## src/verilog/ftcls_pkg.sv

```systemverilog
// shared constants, types and helpers for the tag compress and lazy switch
// block; assumes one core clock and no software-visible registers
package ftcls_pkg;

	// ************************************************************
	// save image layout
	// ************************************************************
	localparam int unsigned OFS_W = 9; // byte offset width in the image
	localparam logic [8:0] TAG_OFS = 9'h004; // compressed tag byte
	localparam logic [8:0] PAD_OFS = 9'h005; // byte right after it
	localparam logic [7:0] PAD_VAL = 8'h00; // value of the pad byte
	localparam logic [1:0] TAG_EMPTY = 2'h3; // two-bit tag for empty
	localparam int unsigned NUM_REGS = 8; // data registers on the stack

	// ************************************************************
	// reset values
	// ************************************************************
	localparam logic FLAG_RST = 1'h0; // task switched flag after reset
	localparam logic [15:0] TAG_HOLD_RST = 16'hFFFF; // all registers empty

	// ************************************************************
	// types
	// ************************************************************
	// instruction classes the lazy switch trap cares about
	typedef enum logic [1:0]
	{
		INSN_OTHER,
		INSN_MEDIA128,
		INSN_MEDIA64,
		INSN_FP_STACK
	} ftcls_insn_class_t;

	// save sequencer states
	typedef enum logic [1:0]
	{
		SAVE_IDLE,
		SAVE_TAG,
		SAVE_PAD
	} ftcls_save_state_t;

	// one byte written into the save image
	typedef struct packed
	{
		logic valid;
		logic [8:0] offset;
		logic [7:0] data;
	} ftcls_save_wr_t;

	// instruction offered for issue
	typedef struct packed
	{
		logic valid;
		ftcls_insn_class_t cls;
	} ftcls_insn_t;

	// software write of the task switched flag
	typedef struct packed
	{
		logic valid;
		logic value;
	} ftcls_ts_wr_t;

	// ************************************************************
	// helpers
	// ************************************************************
	// a register holds a value unless its tag says empty
	function automatic logic ftcls_tag_present(input logic [1:0] tag);
		return tag != TAG_EMPTY;
	endfunction

	// instruction class that touches media or stack state
	function automatic logic ftcls_lazy_class(input ftcls_insn_class_t c);
		return c != INSN_OTHER;
	endfunction

endpackage

```

## src/verilog/ftcls_tag_compress.sv

```systemverilog
// combinational squeeze of the sixteen-bit tag word into one tag byte
// assumes the caller registers the result
`timescale 1ns/1ps

module ftcls_tag_compress
(
	// full tag word, two bits per data register
	input wire logic [15:0] tag_word_i,
	// one bit per data register
	output logic [7:0] tag_byte_o
);

	// one bit per field, bit n from field n
	always_comb
	begin
		tag_byte_o = 8'h00;
		for (int n = 0; n < ftcls_pkg::NUM_REGS; n++)
		begin
			// present gives 1, empty gives 0
			tag_byte_o[n] = ftcls_pkg::ftcls_tag_present(tag_word_i[2*n +: 2]);
		end
	end

endmodule

```

## src/verilog/ftcls_top.sv

```systemverilog
// top of the tag compress and lazy context switch block: writes the
// compressed tag and its pad byte into the save image, and traps media
// and stack instructions while the task switched flag is set
// assumes all inputs except reset come from logic on sys_clk_i
`timescale 1ns/1ps

// Overview of operation
// tags 00, 01, 10 saved as 1
// tag 11 saved as 0, empty
// tag stored as one byte, not word
// bit n describes data register n
// expander inspects exponent, integer bit, fraction
// expander: zero 01, normal 00, empty 11
// expander: all other values give 10
// flag set: media/stack instruction faults
// handler clears flag before returning
// legacy task switch sets the flag
// long mode: hardware never sets flag
// long mode: software sets and clears flag
// tag byte written at offset 04h
// byte at offset 05h written 00h
module ftcls_top
(
	// clock, reset, enable
	input wire logic sys_clk_i,
	input wire logic reset_n_i,
	input wire logic clk_en_i,
	// save request with the full tag word
	input wire logic save_req_i,
	input wire logic [15:0] tag_word_i,
	// mode and task switch events
	input wire logic long_mode_i,
	input wire logic hw_task_switch_i,
	input wire ftcls_pkg::ftcls_ts_wr_t ts_wr_i,
	// instruction offered for issue
	input wire ftcls_pkg::ftcls_insn_t insn_i,
	// save image byte writes
	output ftcls_pkg::ftcls_save_wr_t save_wr_o,
	output logic save_busy_o,
	// lazy switch trap
	output logic task_switched_flag_o,
	output logic device_unavailable_fault_o,
	output logic insn_exec_o
);

	// ************************************************************
	// reset release
	// ************************************************************
	logic rst_meta_q; // first stage, read by its own update and by the second
	logic rst_sync_q; // released reset used by the rest
	logic rst_meta_d;
	logic rst_sync_d;

	// shift a one in once reset lifts, frozen with the enable
	always_comb
	begin
		rst_meta_d = rst_meta_q | clk_en_i;
		rst_sync_d = clk_en_i ? rst_meta_q : rst_sync_q;
	end

	// only constants under reset
	always_ff @(posedge sys_clk_i or negedge reset_n_i)
	begin
		if (!reset_n_i)
		begin
			rst_meta_q <= 1'h0;
			rst_sync_q <= 1'h0;
		end
		else
		begin
			rst_meta_q <= rst_meta_d;
			rst_sync_q <= rst_sync_d;
		end
	end

	// ************************************************************
	// save sequencer
	// ************************************************************
	ftcls_pkg::ftcls_save_state_t save_state_q; // sequencer state
	ftcls_pkg::ftcls_save_state_t save_state_d;
	logic [15:0] tag_hold_q; // tag word captured at the request
	logic [15:0] tag_hold_d;
	ftcls_pkg::ftcls_save_wr_t save_wr_q; // image write in flight
	ftcls_pkg::ftcls_save_wr_t save_wr_d;
	logic save_busy_q; // request would be ignored
	logic save_busy_d;
	logic [7:0] tag_byte; // compressed view of the held tag
	logic save_take; // request accepted this cycle

	// squeeze the held tag word
	ftcls_tag_compress u_compress
	(
		.tag_word_i(tag_hold_q),
		.tag_byte_o(tag_byte)
	);

	assign save_take = clk_en_i && save_req_i &&
		(save_state_q == ftcls_pkg::SAVE_IDLE);

	// tag byte first, then the pad byte, one write per cycle
	always_comb
	begin
		save_state_d = save_state_q;
		tag_hold_d = tag_hold_q;
		save_wr_d = save_wr_q;
		save_busy_d = save_busy_q;
		if (clk_en_i)
		begin
			save_wr_d.valid = 1'h0;
			case (save_state_q)
				ftcls_pkg::SAVE_IDLE:
				begin
					// requests while busy are simply ignored
					if (save_req_i)
					begin
						tag_hold_d = tag_word_i;
						save_state_d = ftcls_pkg::SAVE_TAG;
					end
				end
				ftcls_pkg::SAVE_TAG:
				begin
					// one byte holds all eight present bits
					save_wr_d.valid = 1'h1;
					save_wr_d.offset = ftcls_pkg::TAG_OFS;
					save_wr_d.data = tag_byte;
					save_state_d = ftcls_pkg::SAVE_PAD;
				end
				ftcls_pkg::SAVE_PAD:
				begin
					// pad byte follows the tag byte
					save_wr_d.valid = 1'h1;
					save_wr_d.offset = ftcls_pkg::PAD_OFS;
					save_wr_d.data = ftcls_pkg::PAD_VAL;
					save_state_d = ftcls_pkg::SAVE_IDLE;
				end
				default:
				begin
					// stray encoding returns to idle
					save_state_d = ftcls_pkg::SAVE_IDLE;
				end
			endcase
			save_busy_d = save_state_d != ftcls_pkg::SAVE_IDLE;
		end
	end

	// register the sequencer
	always_ff @(posedge sys_clk_i or negedge rst_sync_q)
	begin
		if (!rst_sync_q)
		begin
			save_state_q <= ftcls_pkg::SAVE_IDLE;
			tag_hold_q <= ftcls_pkg::TAG_HOLD_RST;
			save_wr_q <= '0;
			save_busy_q <= 1'h0;
		end
		else
		begin
			save_state_q <= save_state_d;
			tag_hold_q <= tag_hold_d;
			save_wr_q <= save_wr_d;
			save_busy_q <= save_busy_d;
		end
	end

	assign save_wr_o = save_wr_q;
	assign save_busy_o = save_busy_q;

	// ************************************************************
	// lazy context switch trap
	// ************************************************************
	logic flag_q; // task switched flag
	logic flag_d;
	logic fault_q; // device unavailable fault pulse
	logic fault_d;
	logic exec_q; // instruction allowed to execute
	logic exec_d;
	logic hw_set; // hardware sets the flag this cycle

	// of the task switches, only legacy mode ones set the flag
	assign hw_set = hw_task_switch_i && !long_mode_i;

	// flag update and issue decision
	always_comb
	begin
		flag_d = flag_q;
		fault_d = fault_q;
		exec_d = exec_q;
		if (clk_en_i)
		begin
			// software write is the only path in long mode
			if (ts_wr_i.valid)
				flag_d = ts_wr_i.value;
			// hardware set wins over a clear in the same cycle
			if (hw_set)
				flag_d = 1'h1;
			fault_d = 1'h0;
			exec_d = 1'h0;
			if (insn_i.valid)
			begin
				// trap media and stack work while the flag is up
				if (flag_q && ftcls_pkg::ftcls_lazy_class(insn_i.cls))
				begin
					fault_d = 1'h1;
				end
				else
				begin
					exec_d = 1'h1;
				end
			end
		end
	end

	// register the trap state
	always_ff @(posedge sys_clk_i or negedge rst_sync_q)
	begin
		if (!rst_sync_q)
		begin
			flag_q <= ftcls_pkg::FLAG_RST;
			fault_q <= 1'h0;
			exec_q <= 1'h0;
		end
		else
		begin
			flag_q <= flag_d;
			fault_q <= fault_d;
			exec_q <= exec_d;
		end
	end

	assign task_switched_flag_o = flag_q;
	assign device_unavailable_fault_o = fault_q;
	assign insn_exec_o = exec_q;

	// ************************************************************
	// checks
	// ************************************************************
	logic [7:0] full_err; // present register saved as empty
	logic [7:0] empty_err; // empty register saved as present
	logic tag_wr; // tag byte on the image port

	assign tag_wr = save_wr_q.valid && (save_wr_q.offset == ftcls_pkg::TAG_OFS);

	// independent per-field comparison of the written byte
	always_comb
	begin
		for (int n = 0; n < ftcls_pkg::NUM_REGS; n++)
		begin
			empty_err[n] = save_wr_q.data[n] &&
				(tag_hold_q[2*n +: 2] == ftcls_pkg::TAG_EMPTY);
			full_err[n] = !save_wr_q.data[n] &&
				(tag_hold_q[2*n +: 2] != ftcls_pkg::TAG_EMPTY);
		end
	end

	tag_present_a: assert property (@(posedge sys_clk_i) disable iff (!rst_sync_q)
		save_take |-> ##2 (tag_wr && full_err == 8'h00))
		else $error("present register saved as empty");

	tag_empty_a: assert property (@(posedge sys_clk_i) disable iff (!rst_sync_q)
		tag_wr |-> empty_err == 8'h00)
		else $error("empty register saved as present");

	single_byte_a: assert property (@(posedge sys_clk_i) disable iff (!rst_sync_q)
		(tag_wr && clk_en_i) |=> !tag_wr)
		else $error("tag byte written twice");

	bit_order_a: assert property (@(posedge sys_clk_i) disable iff (!rst_sync_q)
		save_take |-> ##2
			(save_wr_o.data[7] == ($past(tag_word_i[15:14], 2) != 2'h3)
			&& save_wr_o.data[0] == ($past(tag_word_i[1:0], 2) != 2'h3)))
		else $error("tag bit order wrong");

	tag_offset_a: assert property (@(posedge sys_clk_i) disable iff (!rst_sync_q)
		(save_take ##1 clk_en_i) |=> (save_wr_o.valid && save_wr_o.offset == 9'h004))
		else $error("tag byte not at offset four");

	pad_byte_a: assert property (@(posedge sys_clk_i) disable iff (!rst_sync_q)
		(tag_wr && clk_en_i) |=> (save_wr_o.valid && save_wr_o.offset == 9'h005
			&& save_wr_o.data == 8'h00))
		else $error("pad byte missing or nonzero");

	fault_gate_a: assert property (@(posedge sys_clk_i) disable iff (!rst_sync_q)
		(clk_en_i && insn_i.valid && flag_q && insn_i.cls != ftcls_pkg::INSN_OTHER)
		|=> (device_unavailable_fault_o && !insn_exec_o))
		else $error("trapped instruction not faulted");

	exec_pass_a: assert property (@(posedge sys_clk_i) disable iff (!rst_sync_q)
		(clk_en_i && insn_i.valid && !flag_q) |=> (insn_exec_o && !device_unavailable_fault_o))
		else $error("instruction faulted with flag clear");

	legacy_set_a: assert property (@(posedge sys_clk_i) disable iff (!rst_sync_q)
		(clk_en_i && hw_task_switch_i && !long_mode_i) |=> task_switched_flag_o)
		else $error("legacy task switch left flag clear");

	long_keep_a: assert property (@(posedge sys_clk_i) disable iff (!rst_sync_q)
		(clk_en_i && long_mode_i && !ts_wr_i.valid && !flag_q) |=> !task_switched_flag_o)
		else $error("flag set by hardware in long mode");

endmodule

```

## config.mk

```make
export PLATFORM = sky130hd
export DESIGN_NAME = ftcls_top
export DESIGN_NICKNAME = d
export VERILOG_FILES = /design/src/verilog/ftcls_pkg.sv /design/src/verilog/ftcls_tag_compress.sv /design/src/verilog/ftcls_top.sv
export SDC_FILE = /design/constraint.sdc
export NUM_CORES = 1
export LEC_CHECK = 0
export ABC_AREA = 1
export BUFFER_PORTS_ARGS = -buffer_cell sky130_fd_sc_hd__buf_2
export CORE_ASPECT_RATIO = 1.75
export CORE_UTILIZATION = 50
export DETAILED_ROUTE_END_ITERATION = 10
export GPL_ROUTABILITY_DRIVEN = 0
export PLACE_DENSITY = 0.78
export RECOVER_POWER = 25
export SKIP_LAST_GASP = 1
export SLEW_MARGIN = 40
export SYNTH_ARGS = -nofsm -noshare
export SYNTH_HDL_FRONTEND = slang
export SYNTH_SLANG_ARGS = --single-unit
```

## constraint.sdc

```tcl
create_clock -name sys_clk_i -period 1.2 [get_ports sys_clk_i]
set_input_delay 0.06 -clock sys_clk_i [delete_from_list [all_inputs] [get_ports sys_clk_i]]
set_output_delay 0.06 -clock sys_clk_i [all_outputs]
set_load 0.02 [all_outputs]
```

[Word level (Yosys, flattened, before mapping)]
Cells that the tools add are included.
Operators by class
  eq/ne operators: 10
  multiplexer cells: 10
  bitwise gates (word level): 1
  reduce and logical (&&, ||, !) cells: 11
Operators with widths (count)
  $pmux 18 s2: 1
  $ne 2x2->1 const B: 8
  $reduce_bool 2->1: 4
  $mux 1: 6
  $mux 2: 2
  $pmux 2 s2: 1
  $reduce_and 2->1: 2
  $reduce_and 3->1: 1
  $eq 2x1->1 const B: 1
  $eq 2x2->1 const B: 1
  $logic_and 1x1->1: 2
  $logic_not 2->1: 1
  $logic_not 1->1: 1
  $or 1x1->1: 1
Word-level totals
  register bits after elaboration: 42
  input bits: 27
  output and inout port bits: 22

[Depth between registers and ports, before layout]
Gate-level depths: netlist of the first run.
  depth after elaboration: 4
  depth in mapped cells: 7
  gate-level depth less buffers: 6

[Modules after synthesis]
A second synthesis of the first run with hierarchy kept.
Second synthesis, totals
  cells, all modules: 177
  area, all modules: 1551.5 um^2
Modules (own cells, without submodules)
  ftcls_top: times used 1, cells each 169, area each 1521.5 um^2
  ftcls_tag_compress: times used 1, cells each 8, area each 30.0 um^2

[Worst setup path before layout of the first run]
No wires, ideal clock.
  path kind: reg2reg
  start: register, netlist name rst_sync_q
  end: register rst_sync_q
  setup time: 67 ps
  arrival time: 1181 ps
  data required time: 1133 ps
  slack: -48 ps
  stages on the path, launching flop included: 3
  buffers on the path: 0
  cell sequence: dfrtp_1 -> nand2_1 -> nand2_1
RTL lines
  end signal, assigned: RTL line ftcls_top.sv:72  | rst_sync_q <= rst_sync_d;
  end, declared: RTL line ftcls_top.sv:50  | logic rst_sync_q;

[Worst setup path in the final report of the first run]
  start: register save_state_q[0]
  end: register save_wr_q (netlist bit save_wr_o[0])
Between the ends
  longest elaborated chain between the ends: 3
RTL lines
  start, declared: RTL line ftcls_top.sv:79  | ftcls_pkg::ftcls_save_state_t save_state_q;
  start signal, assigned: RTL line ftcls_top.sv:151  | save_state_q <= ftcls_pkg::SAVE_IDLE;
  start signal, assigned: RTL line ftcls_top.sv:158  | save_state_q <= save_state_d;
  $eq 2x1->1 or $eq 2x2->1 (tied branches): RTL line ftcls_top.sv:110  | case (save_state_q)
  $reduce_bool 2->1 (no line)
  $reduce_and 2->1 (no line)
  end signal, assigned: RTL line ftcls_top.sv:160  | save_wr_q <= save_wr_d;
  end, declared: RTL line ftcls_top.sv:83  | ftcls_pkg::ftcls_save_wr_t save_wr_q;
Several ways; a longest one is shown, not always the timed one. The select of a mux whose other input is x is not followed.
A chain may end at the register's enable or synchronous reset.

==> qor.yml, run 1 <==
status: "complete, but fails checks"
synthCells: 178
setup_viol: 0
boundaryPins: 49
p_sw_mw: 1.623
cts.htree.levels: 2
synth.top_cells.by_area: "dfrtp_1 (30%), dfstp_2 (27%), nand2_1 (21%), nand3_1 (6.4%), buf_4 (5.3%)"
grt_setup_unrepaired: "yes"
synth_cell_types: 16
cts.sinks: 35
synth_seq_cells: 35
fin_crit_sh_pct: 97.71
start_util_pct: 52.79
fmax_mhz: 852.9
clk_latency_ps: 290
grt_max_degree: 24
synth.top_cell.area_share_pct: 30.42
ctsRootBufferMaster: "clkbuf_8"
p_leak_nw: 1.136
min_path_type: "primary input to flop"
path_class: "flop to flop"
grt_pass1_wl_um: 5699
antenna_found_initial: 0
syn-cell-area_um2: 1563
clkPwrFrac_pct: 18.7
viasPerCell: 4.684
die_h_um: 75.96
dr.pass1.iters: 7
violations: "design-rule violations"
pwr-share-comb_pct: 36.4
area_growth_pct: 37.55
io_buffers: 41
cts_tree: "done"
timing.final.crit_period_ps: 1172
start_kind: "flop"
drc_errors: 4
overflow: 0
wire_per_inst_um: 12.06
slew_violations: 0
swShare_pct: 35.91
dieArea_um2: 3362
layout-drive-gt1-share_pct: 34.96
cts_inserted_buffers: 5
antennaDiodeCount: 0
worst_hold_slack_ps: 23.60
grt_pass1_vias: 1306
vias: 1349
ant_nets: 0
peakVddDrop_v: 0.001381
yosysSeqAreaShare_pct: 57.33
syn_avg_cell_area_um2: 8.779
clockBufferDepth: 2
crit_path_end_kind: "flop"
p_seq_share_pct: 44.9
finalInstanceArea_um2: 2150
worstPathArrival_ps: 1410
die_x_um: 44.26
crit_required_ps: 1430
core_area_um2: 2960
crit_fanout: 8
path_clk_slew_ps: 70
ys.warnings.count: 0
hpwlAfterDp_um: 2187
instances_no_fill: 288
dp.cells: 261
fin_nets: 276
drv_cap: 0
hold_viol: 0
grt_usage_pct: 23.24
finClkSkew_ps: 5.781
num_rows: 26
p_per_area_nw_per_um2: 2103
drt_wl_total_um: 3472
synth_top_area_cell: "dfrtp_1"
drt_iter0_drc: 35
place_area_um2: 1819
p_int_mw: 2.897
through the flow:
step                power, mW  util, %  TNS (ps)  setup WS [ps]
floorplan               2.955        -         0          14.06
global placement        3.383    61.45    -43.23         -14.24
detailed placement      3.433    61.45    -10.71         -4.457
CTS                     4.430    71.05         0          7.849
global route            4.832    72.61    -802.2         -54.75
finish                  4.520    72.61         0          27.52
layer usage:
metal / global-route usage, % / up-vias / part of all wire [%]
met1: 27.14 / 633 / 39
met3: 5.714 / 8 / 4.0
met4: 9.091 / 0 / 2.1
li1: - / 668 / -
met2: 39.26 / 40 / 55
met5: 0 / - / 0
synth_stat cells:
master     n
and2_1     1
inv_2      2
nand3_1   20
nor2_4     1
buf_4     11
or2_2      1
buf_2      2
conb_1     1
o21ai_0    3
ha_1       4
nand2_1   88
nand3_2    1
dfstp_2   16
dfrtp_1   19
inv_1      7
nand3b_1   1
final timing paths:
kind                                                  start                                to  slack, ps  cells past startpoint
worst max-delay path            save_state_q[0]$_DFFE_PN0P_          save_wr_o[0]$_DFFE_PN0P_         30                      6
worst min-delay path                       hw_task_switch_i  task_switched_flag_o$_DFFE_PN0P_         20                      3
worst max register to register  save_state_q[0]$_DFFE_PN0P_          save_wr_o[0]$_DFFE_PN0P_         30                      6
worst min register to register       rst_sync_q$_DFFE_PN0P_  task_switched_flag_o$_DFFE_PN0P_        130                      0
max in group asynchronous            rst_sync_q$_DFFE_PN0P_         tag_hold_q[6]$_DFFE_PN1P_        440                      1
min in group asynchronous                         reset_n_i              rst_meta_q$_DFF_PN0_         80                      2
critical path: stages, from the launching register on:
cell     delay [ps]
dfrtp_1         370
inv_2            60
ha_4            280
nand2_4          50
nor2_4          200
nand2_1          80
nand2_1          60
logic make-up after synthesis:
family          Yosys count  share of synthesized area, %
compound gates            3                        0.9605
fa+ha+maj                 4                         3.203
buf+inv                  22                         8.087
simple gates            113                         30.19
other cells               1                        0.2400
flops                    35                         57.33
layout by cell type (no fill, tap or decap), types with 2 or more instances in the layout:
master / synthesis / final
clkinvlp_4: 0 / 2
dfrtp_1: 19 / 18
buf_4: 11 / 7
nand3_2: 1 / 2
clkbuf_8: 0 / 5
dlygate4sd3_1: 0 / 17
inv_1: 7 / 5
buf_2: 2 / 40
dfstp_2: 16 / 16
conb_1: 1 / 7
nand2_1: 88 / 86
ha_1: 4 / 3
o21ai_0: 3 / 3
inv_2: 2 / 3
nand3_1: 20 / 18
power by group through the flow:
stage	Sequential, mW	Combinational, mW	Clock (mW)
2_1_floorplan	2.19	0.768	0
3_3_place_gp	2.04	1.35	0
3_5_place_dp	2.04	1.39	0
4_1_cts	2.03	1.53	0.869
5_1_grt	2.08	1.84	0.910
6_report	2.03	1.65	0.843
registers in the layout, indices dropped and copies added, names as in the netlist:
name / flops
save_wr_o: 11
tag_hold_q: 16
task_switched_flag_o: 1
insn_exec_o: 1
device_unavailable_fault_o: 1
save_state_q: 2
rst_sync_q: 1
save_busy_o: 1
rst_meta_q: 1
timing repair:
action,in CTS,in global routing
gates resized for setup,4,5
buffers inserted,1,0
hold buffers,17,0
cloned,0,1
endpoints found under the hold margin,18,0
pin swaps,2,13
endpoints found under the setup margin,19,25
final cells by class:
| type | count | area (µm²) |
|---|---|---|
| clock inverters | 3 | 20.02 |
| multi-input cells | 127 | 603.1 |
| flip-flops and latches | 35 | 897.1 |
| repair buffers | 67 | 471.7 |
| fillers | 222 | 810.8 |
| clock buffers | 5 | 68.82 |
| inverters | 9 | 36.28 |
| well taps | 42 | 52.55 |
Power figures use the tool's default switching activity.
==> run 2: changes to the inputs <==
Settings changed: CORE_UTILIZATION 50 to 45, PLACE_DENSITY 0.78 to 0.75.
Clock period 1.2 ns to 1 ns, I/O delays scaled along.
==> qor.yml, run 2 (synthesis results as in run 1) <==
grt_setup_unrepaired: "yes"
p_leak_nw: 1.158
ctsRootBufferMaster: "clkbuf_8"
grt_usage_pct: 20.06
start_util_pct: 46.47
p_per_area_nw_per_um2: 2458
overflow: 0
drc_errors: 0
dr.pass1.iters: 4
die_x_um: 46.55
peakVddDrop_v: 0.001196
layout_commonest_cell: "nand2_1"
highest_layer: "met4"
met2WireLength_um: 1731
cp_slowest_stage_delay_ps: 370
layout_common_cells: "nand2_1 (86), buf_2 (40), dfrtp_1 (18)"
critPathMostFrequentCell: "nand2_1"
cts.htree.levels: 2
ant_nets: 0
worstPathArrival_ps: 1420
timing.final.crit_period_ps: 1193
cts_inserted_buffers: 5
fin_ws_ps: -193.1
die_h_um: 79.96
crit_required_ps: 1230
largest_reg_flops: 16
largest_register: "tag_hold_q"
fmax_mhz: 838.2
pre_cts_slack_ps: -175.0
crit_path_end_kind: "flop"
clockBufferDepth: 2
crit_fanout: 8
grt_pass1_wl_um: 5285
grt_max_degree: 18
setup_viol: 30
fillers: 295
wl_met1_um: 1351
start_kind: "flop"
slew_violations: 0
min_path_type: "primary input to flop"
antennaDiodeCount: 0
viasPerCell: 4.610
clk_latency_ps: 280
core_area_um2: 3363
vias: 1360
boundaryPins: 49
rrSetupSlack_ps: -190
cts.sinks: 35
dieArea_um2: 3722
drt_wl_total_um: 3286
route.met3.wl_um: 127
status: "complete, but fails checks"
hold_viol: 0
slowest_stage: "dfrtp_1"
layout-drive-gt1-share_pct: 38.80
violations: "negative setup slack"
instances_no_fill: 295
num_rows: 28
finClkSkew_ps: 2.738
crit_chain: "inv_2 > ha_4 > nand2_4 > nor2_4 > nand2_1 > nand2_1"
drt_iter0_drc: 15
dp.cells: 268
io_buffers: 41
drv_cap: 0
path_class: "flop to flop"
wire_per_inst_um: 11.14
grt_pass1_vias: 1293
hpwlAfterDp_um: 2301
cts_tree: "done"
antenna_found_initial: 0
fin_crit_sh_pct: 119.3
fin_nets: 280
area_growth_pct: 41.39
path_clk_slew_ps: 70
## run 2: changes by cell type in the layout (fill, tap and decap cells not counted), moves of 2 or more
cell / previous run / this run
nand3_1: 18 / 10
clkbuf_2: 0 / 2
nand3_2: 2 / 10
clkbuf_1: 1 / 3
## run 2: cell type report
class | instances | area (µm²) | area share (%)
Sequential cell | 35 | 897.1 | 40.60
Tap cell | 45 | 56.30 | 2.548
Inverter | 9 | 36.28 | 1.642
Timing Repair Buffer | 70 | 484.2 | 21.91
Timing Repair inverter | 1 | 7.507 | 0.3398
Clock buffer | 7 | 76.32 | 3.454
Clock inverter | 1 | 5.005 | 0.2265
Multi-Input combinational cell | 127 | 646.9 | 29.28
## run 2: routing by layer
metal,up-vias,global-route usage (%)
li1,675,-
met1,631,20.85
met2,49,33.75
met3,5,4.299
met4,0,13.24
met5,-,0
## run 2: power by group
part,total (mW),switching (mW),internal [mW],leakage (nW)
clock network,0.969,0.481,0.488,0.0422
logic,2.05,1.16,0.885,0.716
registers,2.42,0.272,2.15,0.399
total,5.43,1.91,3.52,1.16
## run 2: critical path: cells and delay by family (launching register included)
| kind | cells | cell delay, ps |
|---|---|---|
| buf+inv | 1 | 60 |
| simple gates | 4 | 420 |
| fa+ha+maj | 1 | 280 |
| flops | 1 | 370 |
## run 2: per-stage QoR
| step | util [%] | hold WS, ps | setup TNS (ps) | instance area, µm² | total power [mW] |
|---|---|---|---|---|---|
| floorplan | - | -245.6 | -1827 | 1687 | 3.736 |
| global placement | 57.85 | -165.0 | -2675 | 1946 | 4.324 |
| detailed placement | 57.85 | -163.5 | -3634 | 1946 | 4.382 |
| CTS | 65.66 | 15.33 | -4041 | 2208 | 5.448 |
| global route | 65.70 | 34.84 | -5777 | 2210 | 5.801 |
| finish | 65.70 | 17.28 | -3798 | 2210 | 5.430 |
## run 2: path summary, 6_finish.rpt
kind	from	to	depth (start not counted)
worst min register to register	rst_sync_q$_DFFE_PN0P_	save_state_q[0]$_DFFE_PN0P_	1
worst min-delay path	hw_task_switch_i	task_switched_flag_o$_DFFE_PN0P_	3
max in group asynchronous	rst_sync_q$_DFFE_PN0P_	tag_hold_q[15]$_DFFE_PN1P_	1
worst max register to register	save_state_q[0]$_DFFE_PN0P_	save_wr_o[2]$_DFFE_PN0P_	6
worst max-delay path	save_state_q[0]$_DFFE_PN0P_	save_wr_o[2]$_DFFE_PN0P_	6
min in group asynchronous	reset_n_i	rst_meta_q$_DFF_PN0_	2
## run 2: repair_timing
item / CTS / global route
resized for setup: 2 / 0
pin swaps: 2 / 6
buffers inserted: 0 / 1
gates cloned: 1 / 0
setup endpoints to repair: 30 / 30
hold buffers: 17 / 0
endpoints found under the hold margin: 18 / 0
==> run 3: changes to the inputs <==
Settings changed: ABC_AREA 1 to not set.
==> qor.yml, run 3 <==
status: "complete, but fails checks"
violations: "negative setup slack"
ys.warnings.count: 0
grt_pass1_wl_um: 5402
yosysSeqAreaShare_pct: 57.51
slew_violations: 0
fmax_mhz: 769.1
drv_cap: 0
io_buffers: 41
clkPwrFrac_pct: 21.6
clockBufferDepth: 2
fin_ws_ps: -300.3
synth.top_cells.by_area: "dfrtp_1 (31%), dfstp_2 (27%), mux2_4 (9.6%), nand2_1 (6.5%), mux2_2 (5.8%)"
synth_cell_types: 23
drt_wl_total_um: 3276
crit_required_ps: 1210
multiInputGateArea_um2: 704.4
synth.top_cell.area_share_pct: 30.52
start_util_pct: 48.54
grt_max_degree: 34
cts_tree: "done"
wire_per_inst_um: 13.32
p_int_mw: 4.642
wl_met1_um: 1286
ctsRootBufferMaster: "clkbuf_8"
p_per_area_nw_per_um2: 2899
met2WireLength_um: 1760
viasPerCell: 4.683
die_h_um: 79.83
boundaryPins: 49
syn-cell-area_um2: 1558
core_area_um2: 3209
p_seq_share_pct: 38.4
cts_inserted_buffers: 5
worstPathArrival_ps: 1510
highest_layer: "met4"
pwr-share-comb_pct: 40.0
fin_nets: 233
synth_top_area_cell: "dfrtp_1"
antenna_found_initial: 0
route.met3.wl_um: 129
die_x_um: 46.48
p_leak_nw: 1.113
hpwlAfterDp_um: 2137
dr.pass1.iters: 4
start_kind: "flop"
synth_seq_cells: 35
largest_register: "tag_hold_q"
antennaDiodeCount: 0
timing.final.crit_period_ps: 1300
synth_edf_count: 0
synthCells: 130
path_class: "flop to flop"
min_path_type: "primary input to flop"
finalPower_mw: 6.805
final_core_util_pct: 73.14
drt_iter0_drc: 13
cts.sinks: 35
fillers: 231
syn_avg_cell_area_um2: 11.98
crit_path_end_kind: "flop"
overflow: 0
peakVddDrop_v: 0.001784
fin_crit_sh_pct: 130.0
grt_usage_pct: 20.66
hold_viol: 0
grt_pass1_vias: 1207
swShare_pct: 31.79
p_sw_mw: 2.163
ys.flop_type: "dfrtp_1"
num_rows: 27
clk_latency_ps: 280
setup_viol: 28
layout_commonest_cell: "buf_2"
grt_setup_unrepaired: "yes"
largest_reg_flops: 16
dieArea_um2: 3710
layout_common_cells: "buf_2 (40), nand2_1 (19), dfrtp_1 (18)"
layout-drive-gt1-share_pct: 60.59
synth-async-reset-ratio_pct: 100.0
area_growth_pct: 50.68
cts.htree.levels: 2
synth_most_common_cell: "nand2_1"
vias: 1152
crit_fanout: 8
finClkSkew_ps: 7.223
drc_errors: 0
ant_nets: 0
path_clk_slew_ps: 70
ff_latch_area_um2: 899.6
ys_top_cells_by_count: "nand2_1 (27), dfrtp_1 (19), dfstp_2 (16)"
==> run 3: kinds of logic (layout without fill, tap and decap cells) <==
kind of cell / Yosys count / after routing / share of synthesized area, %
fa+ha+maj: 4 / 4 / 3.213
mux: 18 / 18 / 15.42
flops: 35 / 35 / 57.51
compound gates: 20 / 20 / 6.828
buf+inv: 19 / 86 / 7.390
other cells: 1 / 7 / 0.2407
simple gates: 33 / 33 / 9.398
==> run 3: final timing paths <==
kind	startpoint	end	slack, ps	cells past startpoint
worst max-delay path	save_state_q[1]$_DFFE_PN0P_	tag_hold_q[1]$_DFFE_PN1P_	-300	5
worst min-delay path	tag_word_i[10]	tag_hold_q[10]$_DFFE_PN1P_	20	2
worst max register to register	save_state_q[1]$_DFFE_PN0P_	tag_hold_q[1]$_DFFE_PN1P_	-300	5
worst min register to register	rst_sync_q$_DFFE_PN0P_	task_switched_flag_o$_DFFE_PN0P_	380	1
max in group asynchronous	rst_sync_q$_DFFE_PN0P_	tag_hold_q[1]$_DFFE_PN1P_	290	1
min in group asynchronous	reset_n_i	rst_sync_q$_DFFE_PN0P_	80	2
==> run 3: power by group through the flow <==
stage               logic [mW]  clock network (mW)  registers, mW
CTS                       2.55                1.52           2.57
floorplan                 1.22                   0           2.79
finish                    2.72                1.47           2.61
detailed placement        2.03                   0           2.57
global route              2.97                1.57           2.68
global placement          1.92                   0           2.52
==> run 3: critical path, cell delays in order, from the launching register on <==
cell and delay (ps):
dfrtp_1 390, inv_2 90, ha_4 150, nand3_4 110
buf_16 170, mux2_4 300
==> run 3: area by class of cell <==
type                       count  share of cell area (%)
inverter                       7                   1.119
clock inverter                 2                   2.559
sequential                    35                   38.33
clock buffer                   6                   3.092
tap                           43                   2.292
timing repair buffer          71                   22.60
multi-input combinational     82                   30.01
==> run 3: routing by layer <==
metal	global-route usage, %	vias up
met5	0	-
met4	10.59	0
met3	7.014	12
met2	33.06	32
met1	23.12	547
li1	-	561
==> run 3: per-stage QoR <==
step / TNS (ps) / setup slack, ps / instance area (µm²) / hold slack, ps / std cells
final: -6037 / -300.3 / 2347 / 16.37 / 246
after floorplan: -5129 / -268.3 / 1615 / -245.6 / 136
after CTS: -5565 / -258.4 / 2303 / 0.6734 / 245
after global placement: -5358 / -265.5 / 1836 / -165.9 / 216
after detailed placement: -6906 / -324.8 / 1836 / -162.4 / 216
after global routing: -7098 / -323.4 / 2347 / 5.022 / 246
==> run 3: what timing repair did <==
| item | in CTS | in global routing |
|---|---|---|
| gates resized for setup | 22 | 11 |
| pin swaps | 11 | 3 |
| hold buffers | 15 | 0 |
| endpoints found under the hold margin | 16 | 0 |
| gates cloned | 2 | 0 |
| endpoints found under the setup margin | 29 | 30 |
| buffers inserted | 5 | 2 |
